==> src/hdl/pcd_consts.svh <==
// Constants for the channel discovery status bank
`ifndef PCD_CONSTS_SVH
`define PCD_CONSTS_SVH
// ------------------------------------------------------------
// Command codes
// ------------------------------------------------------------
`define PCD_CMD_CH2        8'h0d
`define PCD_CMD_CH3        8'h0e
`define PCD_CMD_CH4        8'h0f
// ------------------------------------------------------------
// Field layout and reset
// ------------------------------------------------------------
`define PCD_TIER_MSB       7
`define PCD_TIER_LSB       4
`define PCD_SIG_MSB        3
`define PCD_SIG_LSB        0
`define PCD_STATUS_RESET   8'h00
// ------------------------------------------------------------
// Requested power tier codes
// ------------------------------------------------------------
`define PCD_TIER_UNKNOWN   4'h0
`define PCD_TIER_CLASS1    4'h1
`define PCD_TIER_RSVD      4'h5
`define PCD_TIER_CLASS0    4'h6
`define PCD_TIER_CLASS5    4'h8
`define PCD_TIER_CLASS6    4'h9
`define PCD_TIER_CLASS7    4'ha
`define PCD_TIER_CLASS8    4'hb
`define PCD_TIER_C4_T1     4'hd
`define PCD_TIER_MISMATCH  4'hf
// ------------------------------------------------------------
// Signature outcome codes
// ------------------------------------------------------------
`define PCD_SIG_UNKNOWN    4'h0
`define PCD_SIG_SHORT      4'h1
`define PCD_SIG_LOW        4'h3
`define PCD_SIG_VALID      4'h4
`define PCD_SIG_HIGH       4'h5
`endif

==> src/hdl/pcd_pkg.sv <==
// Types for the channel discovery status bank
package pcd_pkg;
  typedef logic [3:0] pcd_nibble_type;
  typedef logic [7:0] pcd_byte_type;
endpackage

==> src/hdl/pcd_discovery_status.sv <==
// Channel 2 to 4 discovery status registers with command-code read port
`timescale 1ns/1ns
`include "pcd_consts.svh"
module pcd_discovery_status
  import pcd_pkg::*;
(
  input  wire logic           core_clk,
  input  wire logic           nrst,
  input  wire logic [2:0]     resultValid,
  input  wire pcd_nibble_type requestedPowerTier2,
  input  wire pcd_nibble_type requestedPowerTier3,
  input  wire pcd_nibble_type requestedPowerTier4,
  input  wire pcd_nibble_type signatureOutcome2,
  input  wire pcd_nibble_type signatureOutcome3,
  input  wire pcd_nibble_type signatureOutcome4,
  input  wire logic [2:0]     channelOff,
  input  wire logic           cmdRead,
  input  wire logic           cmdWrite,
  input  wire pcd_byte_type   cmdCode,
  input  wire pcd_byte_type   cmdWriteData,
  output pcd_byte_type        readData,
  output logic                readHit
);
  // ------------------------------------------------------------
  // Reset release
  // ------------------------------------------------------------
  logic rstSync1;
  logic rstN;
  always_ff @(posedge core_clk or negedge nrst) begin
    if (!nrst) begin
      rstSync1 <= 1'b0;
      rstN     <= 1'b0;
    end else begin
      rstSync1 <= 1'b1;
      rstN     <= rstSync1;
    end
  end

  // ------------------------------------------------------------
  // Channel status bytes
  // ------------------------------------------------------------
  pcd_byte_type status2;
  pcd_byte_type status3;
  pcd_byte_type status4;

  pcd_channel_status u_ch2 (
    .clk                (core_clk),
    .rstN               (rstN),
    .resultValid        (resultValid[0]),
    .requestedPowerTier (requestedPowerTier2),
    .signatureOutcome   (signatureOutcome2),
    .channelOff         (channelOff[0]),
    .status             (status2)
  );
  pcd_channel_status u_ch3 (
    .clk                (core_clk),
    .rstN               (rstN),
    .resultValid        (resultValid[1]),
    .requestedPowerTier (requestedPowerTier3),
    .signatureOutcome   (signatureOutcome3),
    .channelOff         (channelOff[1]),
    .status             (status3)
  );
  pcd_channel_status u_ch4 (
    .clk                (core_clk),
    .rstN               (rstN),
    .resultValid        (resultValid[2]),
    .requestedPowerTier (requestedPowerTier4),
    .signatureOutcome   (signatureOutcome4),
    .channelOff         (channelOff[2]),
    .status             (status4)
  );

  // ------------------------------------------------------------
  // Read decode
  // ------------------------------------------------------------
  // channel two decode
  wire logic hit2 = (cmdCode == `PCD_CMD_CH2);
  wire logic hit3 = (cmdCode == `PCD_CMD_CH3);
  wire logic hit4 = (cmdCode == `PCD_CMD_CH4);
  wire logic anyHit = hit2 | hit3 | hit4;
  wire pcd_byte_type selData = hit2 ? status2 :
                               hit3 ? status3 :
                               hit4 ? status4 : 8'h00;
  // Writes are ignored and unmapped reads load 8'h00 with readHit low; cmdWrite/cmdWriteData never reach storage
  wire pcd_byte_type next_readData = cmdRead ? selData : readData;
  wire logic         next_readHit  = cmdRead & anyHit;

  always_ff @(posedge core_clk or negedge nrst) begin
    if (!nrst) begin
      readData <= 8'h00;
      readHit  <= 1'b0;
    end else if (!rstN) begin
      readData <= 8'h00;
      readHit  <= 1'b0;
    end else begin
      readData <= next_readData;
      readHit  <= next_readHit;
    end
  end

  // ------------------------------------------------------------
  // Checks
  // ------------------------------------------------------------
  // read returns channel two
  read_ch2_a: assert property (@(posedge core_clk) disable iff (!rstN)
    (cmdRead && cmdCode == 8'h0d) |=> (readHit && readData == $past(status2)))
    else $error("channel two read mismatch");
  write_ignored_a: assert property (@(posedge core_clk) disable iff (!rstN)
    (cmdWrite && hit2 && !resultValid[0] && !channelOff[0]) |=> status2 == $past(status2))
    else $error("write changed channel two status");
  read_ch3_a: assert property (@(posedge core_clk) disable iff (!rstN)
    (cmdRead && cmdCode == 8'h0e) |=> (readHit && readData == $past(status3)))
    else $error("channel three read mismatch");
  read_ch4_a: assert property (@(posedge core_clk) disable iff (!rstN)
    (cmdRead && cmdCode == 8'h0f) |=> (readHit && readData == $past(status4)))
    else $error("channel four read mismatch");
  field_place_a: assert property (@(posedge core_clk) disable iff (!rstN)
    (resultValid[1] && !channelOff[1] && requestedPowerTier3 == 4'h1 && signatureOutcome3 == 4'h4)
    |=> status3 == 8'h14)
    else $error("fields misplaced");
  class5_8_a: assert property (@(posedge core_clk) disable iff (!rstN)
    (resultValid[2] && !channelOff[2] && requestedPowerTier4[3:2] == 2'b10) |=>
    status4[7:4] == $past(requestedPowerTier4))
    else $error("class 5-8 code altered");
  lim_mismatch_a: assert property (@(posedge core_clk) disable iff (!rstN)
    (resultValid[0] && !channelOff[0] && (requestedPowerTier2 == 4'hd || requestedPowerTier2 == 4'hf)) |=>
    status2[7:4] == $past(requestedPowerTier2))
    else $error("type-1 limited or mismatch code altered");
  unmapped_a: assert property (@(posedge core_clk) disable iff (!rstN)
    (cmdRead && !anyHit) |=> (!readHit && readData == 8'h00))
    else $error("unmapped code answered");
endmodule // pcd_discovery_status

==> src/hdl/pcd_channel_status.sv <==
// One channel's discovery status byte
`timescale 1ns/1ns
`include "pcd_consts.svh"
module pcd_channel_status
  import pcd_pkg::*;
(
  input  wire logic           clk,
  input  wire logic           rstN,
  input  wire logic           resultValid,
  input  wire pcd_nibble_type requestedPowerTier,
  input  wire pcd_nibble_type signatureOutcome,
  input  wire logic           channelOff,
  output pcd_byte_type        status
);
  // ------------------------------------------------------------
  // Code mapping
  // ------------------------------------------------------------
  // tier code map
  wire pcd_nibble_type tierMapped = (requestedPowerTier == `PCD_TIER_RSVD) ? `PCD_TIER_CLASS0
                                                                              : requestedPowerTier;
  wire logic sigKnown = (signatureOutcome == `PCD_SIG_UNKNOWN) || (signatureOutcome == `PCD_SIG_SHORT) ||
                        (signatureOutcome == `PCD_SIG_LOW) || (signatureOutcome == `PCD_SIG_VALID) ||
                        (signatureOutcome == `PCD_SIG_HIGH);
  wire pcd_nibble_type sigMapped = sigKnown ? signatureOutcome : `PCD_SIG_UNKNOWN;
  wire pcd_byte_type next_status = channelOff  ? `PCD_STATUS_RESET :
                                   resultValid ? {tierMapped, sigMapped} : status;
  // ------------------------------------------------------------
  // Storage
  // ------------------------------------------------------------
  // reset to zero
  always_ff @(posedge clk or negedge rstN) begin
    if (!rstN) begin
      status <= `PCD_STATUS_RESET;
    end else begin
      status <= next_status;
    end
  end

  off_clears_a: assert property (@(posedge clk) disable iff (!rstN) channelOff |=> status == 8'h00)
    else $error("status not cleared by channel off");
  rsvd_class_a: assert property (@(posedge clk) disable iff (!rstN)
    (resultValid && !channelOff && requestedPowerTier == 4'h5) |=> status[7:4] == 4'h6)
    else $error("reserved class not reported as class 0");
  sig_known_a: assert property (@(posedge clk) disable iff (!rstN)
    status[3:0] inside {4'h0, 4'h1, 4'h3, 4'h4, 4'h5})
    else $error("reserved signature code reported");
endmodule // pcd_channel_status

==> config.mk <==
export PLATFORM = sky130hd
export DESIGN_NAME = pcd_discovery_status
export DESIGN_NICKNAME = d
export VERILOG_FILES = /design/src/hdl/pcd_pkg.sv /design/src/hdl/pcd_discovery_status.sv /design/src/hdl/pcd_channel_status.sv
export VERILOG_INCLUDE_DIRS = /design/src /design/src/hdl
export SDC_FILE = /design/constraint.sdc
export NUM_CORES = 1
export LEC_CHECK = 0
export BUFFER_PORTS_ARGS = -buffer_cell sky130_fd_sc_hd__clkbuf_2
export CAP_MARGIN = 40
export CORE_MARGIN = 5
export CORE_UTILIZATION = 42
export CTS_BUF_LIST = sky130_fd_sc_hd__clkbuf_8
export CTS_CLUSTER_SIZE = 30
export DETAILED_ROUTE_END_ITERATION = 8
export PLACE_DENSITY = 0.76
export SLEW_MARGIN = 15
export SYNTH_ARGS = -nofsm -noshare
export SYNTH_HDL_FRONTEND = slang
export SYNTH_SLANG_ARGS = --single-unit
==> constraint.sdc <==
create_clock -name core_clk -period 1.2 [get_ports core_clk]
set_input_delay 0.18 -clock core_clk [delete_from_list [all_inputs] [get_ports core_clk]]
set_output_delay 0.18 -clock core_clk [all_outputs]
set_load 0.01 [all_outputs]
# Word level (Yosys, flattened, before mapping)
# Index checks and enable logic that the tools add are counted.
dict set report op_classes {
  bitwise 3
  n_eq_ne 19
  mux 18
  n_reduce_logical 18
}
# operator count
set op_table {}
lappend op_table {{$mux W8} 11}
lappend op_table {{$eq A4 B3 Y1 const B} 9}
lappend op_table {{$eq A8 B4 Y1 const B} 3}
lappend op_table {{$mux W4} 6}
lappend op_table {{$eq A4 B1 Y1 const B} 3}
lappend op_table {{$eq A4 B2 Y1 const B} 3}
lappend op_table {{$logic_not A4 Y1} 3}
lappend op_table {{$logic_or A1 B1 Y1} 12}
lappend op_table {{$reduce_bool A2 Y1} 3}
lappend op_table {{$ne A2 B2 Y1 const B} 1}
lappend op_table {{$or A1 B1 Y1} 2}
lappend op_table {{$and A1 B1 Y1} 1}
lappend op_table {{$mux W1} 1}
dict set report totals {
  out_inout_bits 9
  input_bits 50
  word_cells 65
  register_bits 35
}

# Logic depth before layout (Yosys ltp)
dict set report depth {
  ltp_word 8
  ltp_mapped 5
  mapped_depth_nobuf 3
}

# By module
# A second synthesis with hierarchy kept.
dict set report unflattened {
  hier_cells 148
  hier_area_um2 1732.9
}
# mod n_inst cells_per_inst seq_area_each_um2 area_per_inst_um2
set modules_own_cells {}
lappend modules_own_cells {pcd_channel_status 3 31 200.2 377.9}
lappend modules_own_cells {pcd_discovery_status 1 55 275.3 599.3}

# Worst setup path before layout
# Ideal clock, no wire load.
dict set report synth_timing {
  kind {register to register}
  start {register rstN}
  end {register readData[4]}
  setup_slack_ns -0.409
  arrival_time_ns 1.488
  setup_ns 0.121
  synth_period_minus_slack_ns 1.609
  stages_incl_launch_ff 5
  required_ns 1.079
  path_buffers 1
  cell_sequence {dfrtp_1 and2_1 and4_1 buf_4 a22o_1}
}
dict set report synth_between {
  elab_chain_len 1
  elab_cells_between_ends 2
  cone_classes {eq/ne (1); mux (1)}
}
# item line
set synth_rtl {}
lappend synth_rtl {{start: declaration} pcd_discovery_status.sv:28} ;# logic rstN;
lappend synth_rtl {{start signal: assignment} pcd_discovery_status.sv:35} ;# rstN <= rstSync1;
lappend synth_rtl {{$ne A2 B2 Y1 (no source line) / $mux W8 (equally long branches)} n/a}
lappend synth_rtl {{end signal: assignment} pcd_discovery_status.sv:97} ;# readData <= next_readData;
lappend synth_rtl {{end: declaration} pcd_discovery_status.sv:21} ;# output pcd_byte_type readData,
# Several ways; a longest one is shown, not always the timed one.
# A chain may end at the register's enable or synchronous reset.

# Final worst setup path
dict set report layout_timing {
  start {register u_ch3.status[4]}
  end {register readData[4]}
}
dict set report layout_between {
  elab_chain_len 4
}
# item line
set layout_rtl {}
lappend layout_rtl {{start: declaration} pcd_channel_status.sv:13} ;# output pcd_byte_type status
lappend layout_rtl {{start signal: assignment} pcd_channel_status.sv:33} ;# status <= `PCD_STATUS_RESET;
lappend layout_rtl {{start signal: assignment} pcd_channel_status.sv:35} ;# status <= next_status;
lappend layout_rtl {{$mux W8} pcd_discovery_status.sv:83} ;# hit3 ? status3 :
lappend layout_rtl {{$mux W8} pcd_discovery_status.sv:82} ;# wire pcd_byte_type selData = hit2 ? status2 :
lappend layout_rtl {{$mux W8} pcd_discovery_status.sv:86} ;# wire pcd_byte_type next_readData = cmdRead ? selData : readData;
lappend layout_rtl {{$mux W8} pcd_discovery_status.sv:93} ;# end else if (!rstN) begin
# Every way passes these cells. The select of a mux whose other input is x is not followed.

==> results.cfg <==
[clock_tree]
cts_tree = built
clk_latency_ns = 0.27
numCtsBuffers = 5
clk_pin_slew_ns = 0.06
clk_path_buf_depth = 2
cts.sinks = 35
ctsHtreeMaxLevel = 2
cts_root_buf = clkbuf_8

[placement]
gp_congestion = 0.787
dp_hpwl_mm = 2.82
dp_slack_ns = -0.143
numPortBuffers = 49

[yosys]
ys.flop_type = dfrtp_1
synthArstFlopShare = 1.00
ys_ff_latch = 35
syn_area_um2 = 1620
synthesis.nets = 186
synth_warnings = 0
synth_common_cells = dfrtp_1 (35), a22o_1 (25), nor2_1 (13), inv_1 (9), mux2_2 (7)
yosysMostFrequentCell = dfrtp_1
synth-edff-count = 0
synth.distinct_cells = 27
synth_cells = 136
synth_top_area_share = 0.542
yosys.area.top_type = dfrtp_1
synth_area_leaders = dfrtp_1 (54%), a22o_1 (14%), mux2_2 (4.9%)
postSynthAreaPerCell_um2 = 11.9
seq_area_frac_synth = 0.542

[drt]
wl_met3_um = 251
drt_iter0_drc = 42
drc = 0
viasPerCell = 5.33
detail_route.first_pass.iterations = 4
wl_mm = 3.47
wl_per_cell_um = 14.7
highest_layer = met4
antenna_left = 0
drt-met1-wl_mm = 1.51
num_vias = 1259
route.met2.wl_mm = 1.66

[min_path]
hold_path.class = in2reg
min_from = cmdCode[2]
hold-path-endpoint = readHit
hold_depth = 3

[cells_and_area]
nets = 238
antennaDiodeCount = 0
area_growth_pct = 23.4
drive_gt1_frac = 0.383
post-route-util = 0.540

[global_routing]
grt_pass1_wl_mm = 5.75
grt.total_usage = 0.143
antenna_found_initial = 0
grt_pass1_vias = 1271
overflow = 0
grt_max_degree = 25

[setup_path]
cp_slowest_stage_delay_ns = 0.38
worstSetupPathType = reg2reg
cp-startpoint = u_ch3.status[4]
critPathMaxFanout = 2
cpMostUsedCell = a22o_1
critical_path.top_delay_family = compound AO/OA/AOI/OAI gates
slowest_stage = dfrtp_1
cp_data_required_time_ns = 1.36
cp-end-kind = flip-flop
start_kind = flip-flop
r2r-start = u_ch3.status[4]
crit_path_cell_trace = mux2_4, a22o_1, a22o_1
cp_data_arrival_time_ns = 1.36
r2r_slack_ns = 0.004
crit_buf_inv = 0
rr_worst_depth = 3
reg2reg_to = readData[4]

[floorplan]
dieHeight_um = 72.0
die_area_um2 = 5190
core_region_area_um2 = 3690
start_util = 0.438
row_count = 22
io-pin-count = 59
die-width_um = 72.0

[job]
cap_violations = 0

[timing]
fin_skew_ns = 0.00424
timing.fmax_mhz = 836
final_max_slew_viol_count = 0
rsz0062_at_grt = true
finalHoldViolCount = 0
finalCritPeriodShare = 0.997
setup_viol_count_final = 0
period_needed_ns = 1.20
setup_ws_ns = 0.00412

[power]
power_density_nw_per_um2 = 1130
max-vdd-ir-drop_mv = 0.563
p_leak_nw = 1.03

[status]
status = complete, no violations
==> worst max path at each step <==
stage / end / slack, ns / cells past startpoint
floorplan: readData[4] / -0.16 / 4
global placement: readData[4] / -0.1 / 4
detailed placement: readData[5] / -0.14 / 4
CTS: readData[4] / 0.004 / 3
global route: readData[4] / -0.04 / 3
finish: readData[4] / 0.004 / 3
==> what timing repair did <==
item | CTS | global route
buffers inserted | 1 | 0
pin swaps | 1 | 0
setup endpoints to repair | 8 | 8
hold buffers | 1 | 0
endpoints found under the hold margin | 11 | 0
gates resized for setup | 2 | 1
==> worst reg2reg max path: stages, from the launching register on <==
cell and delay [ns]:
dfrtp_1 0.38, mux2_4 0.27, a22o_1 0.22, a22o_1 0.22
==> placed cells by master (no fill, tap or decap), types with 5 or more instances in the layout <==
master,synthesis,final
a22o_1,25,25
clkbuf_2,3,49
clkbuf_8,0,5
dfrtp_1,35,34
inv_1,9,11
mux2_2,7,7
mux2i_1,6,6
nor2_1,13,13
==> per-layer routing <==
layer	track usage	vias up
li1	-	604
met1	0.183	608
met2	0.226	41
met3	0.0485	6
met4	0.0501	0
met5	0	-
==> final cells by class <==
cell class | instances | area [um2]
Clock buffer | 5 | 68.8
Inverter | 9 | 33.8
Clock inverter | 2 | 7.51
Sequential cell | 35 | 880
Timing Repair Buffer | 53 | 278
Multi-Input combinational cell | 84 | 666
Fill cell | 307 | 1700
Tap cell | 48 | 60.1
==> through the flow <==
| step | power (mW) | hold slack (ns) | std cells | instance area (um2) | TNS, ns |
|---|---|---|---|---|---|
| floorplan | 1.40 | -0.116 | 136 | 1630 | -1.24 |
| global placement | 1.51 | 0.0564 | 227 | 1890 | -0.554 |
| detailed placement | 1.52 | 0.0631 | 227 | 1890 | -0.911 |
| CTS | 2.27 | 0.119 | 236 | 1990 | 0 |
| global route | 2.36 | 0.135 | 236 | 1990 | -0.0435 |
| finish | 2.25 | 0.130 | 236 | 1990 | 0 |
==> sequential cells by signal (all words and copies together), names as in the netlist <==
signal	flops
u_ch4.status	8
u_ch2.status	8
rstSync1	1
rstN	1
u_ch3.status	8
readHit	1
readData	8
==> report_power, final <==
| group | internal, mW | total, mW | switching [mW] |
|---|---|---|---|
| Clock | 0.382 | 0.743 | 0.361 |
| Sequential | 1.22 | 1.24 | 0.0221 |
| Combinational | 0.123 | 0.263 | 0.140 |
| Total | 1.72 | 2.25 | 0.523 |
==> logic make-up (layout without fill, tap and decap cells) <==
| logic type | Yosys count | count (layout) | share of synthesized area |
|---|---|---|---|
| other cells | 1 | 1 | 0.00232 |
| flops | 35 | 35 | 0.542 |
| mux | 14 | 14 | 0.0953 |
| simple gates | 31 | 31 | 0.0937 |
| buf+inv | 17 | 69 | 0.0503 |
| compound gates | 38 | 38 | 0.216 |
Power figures use the tool's default switching activity.
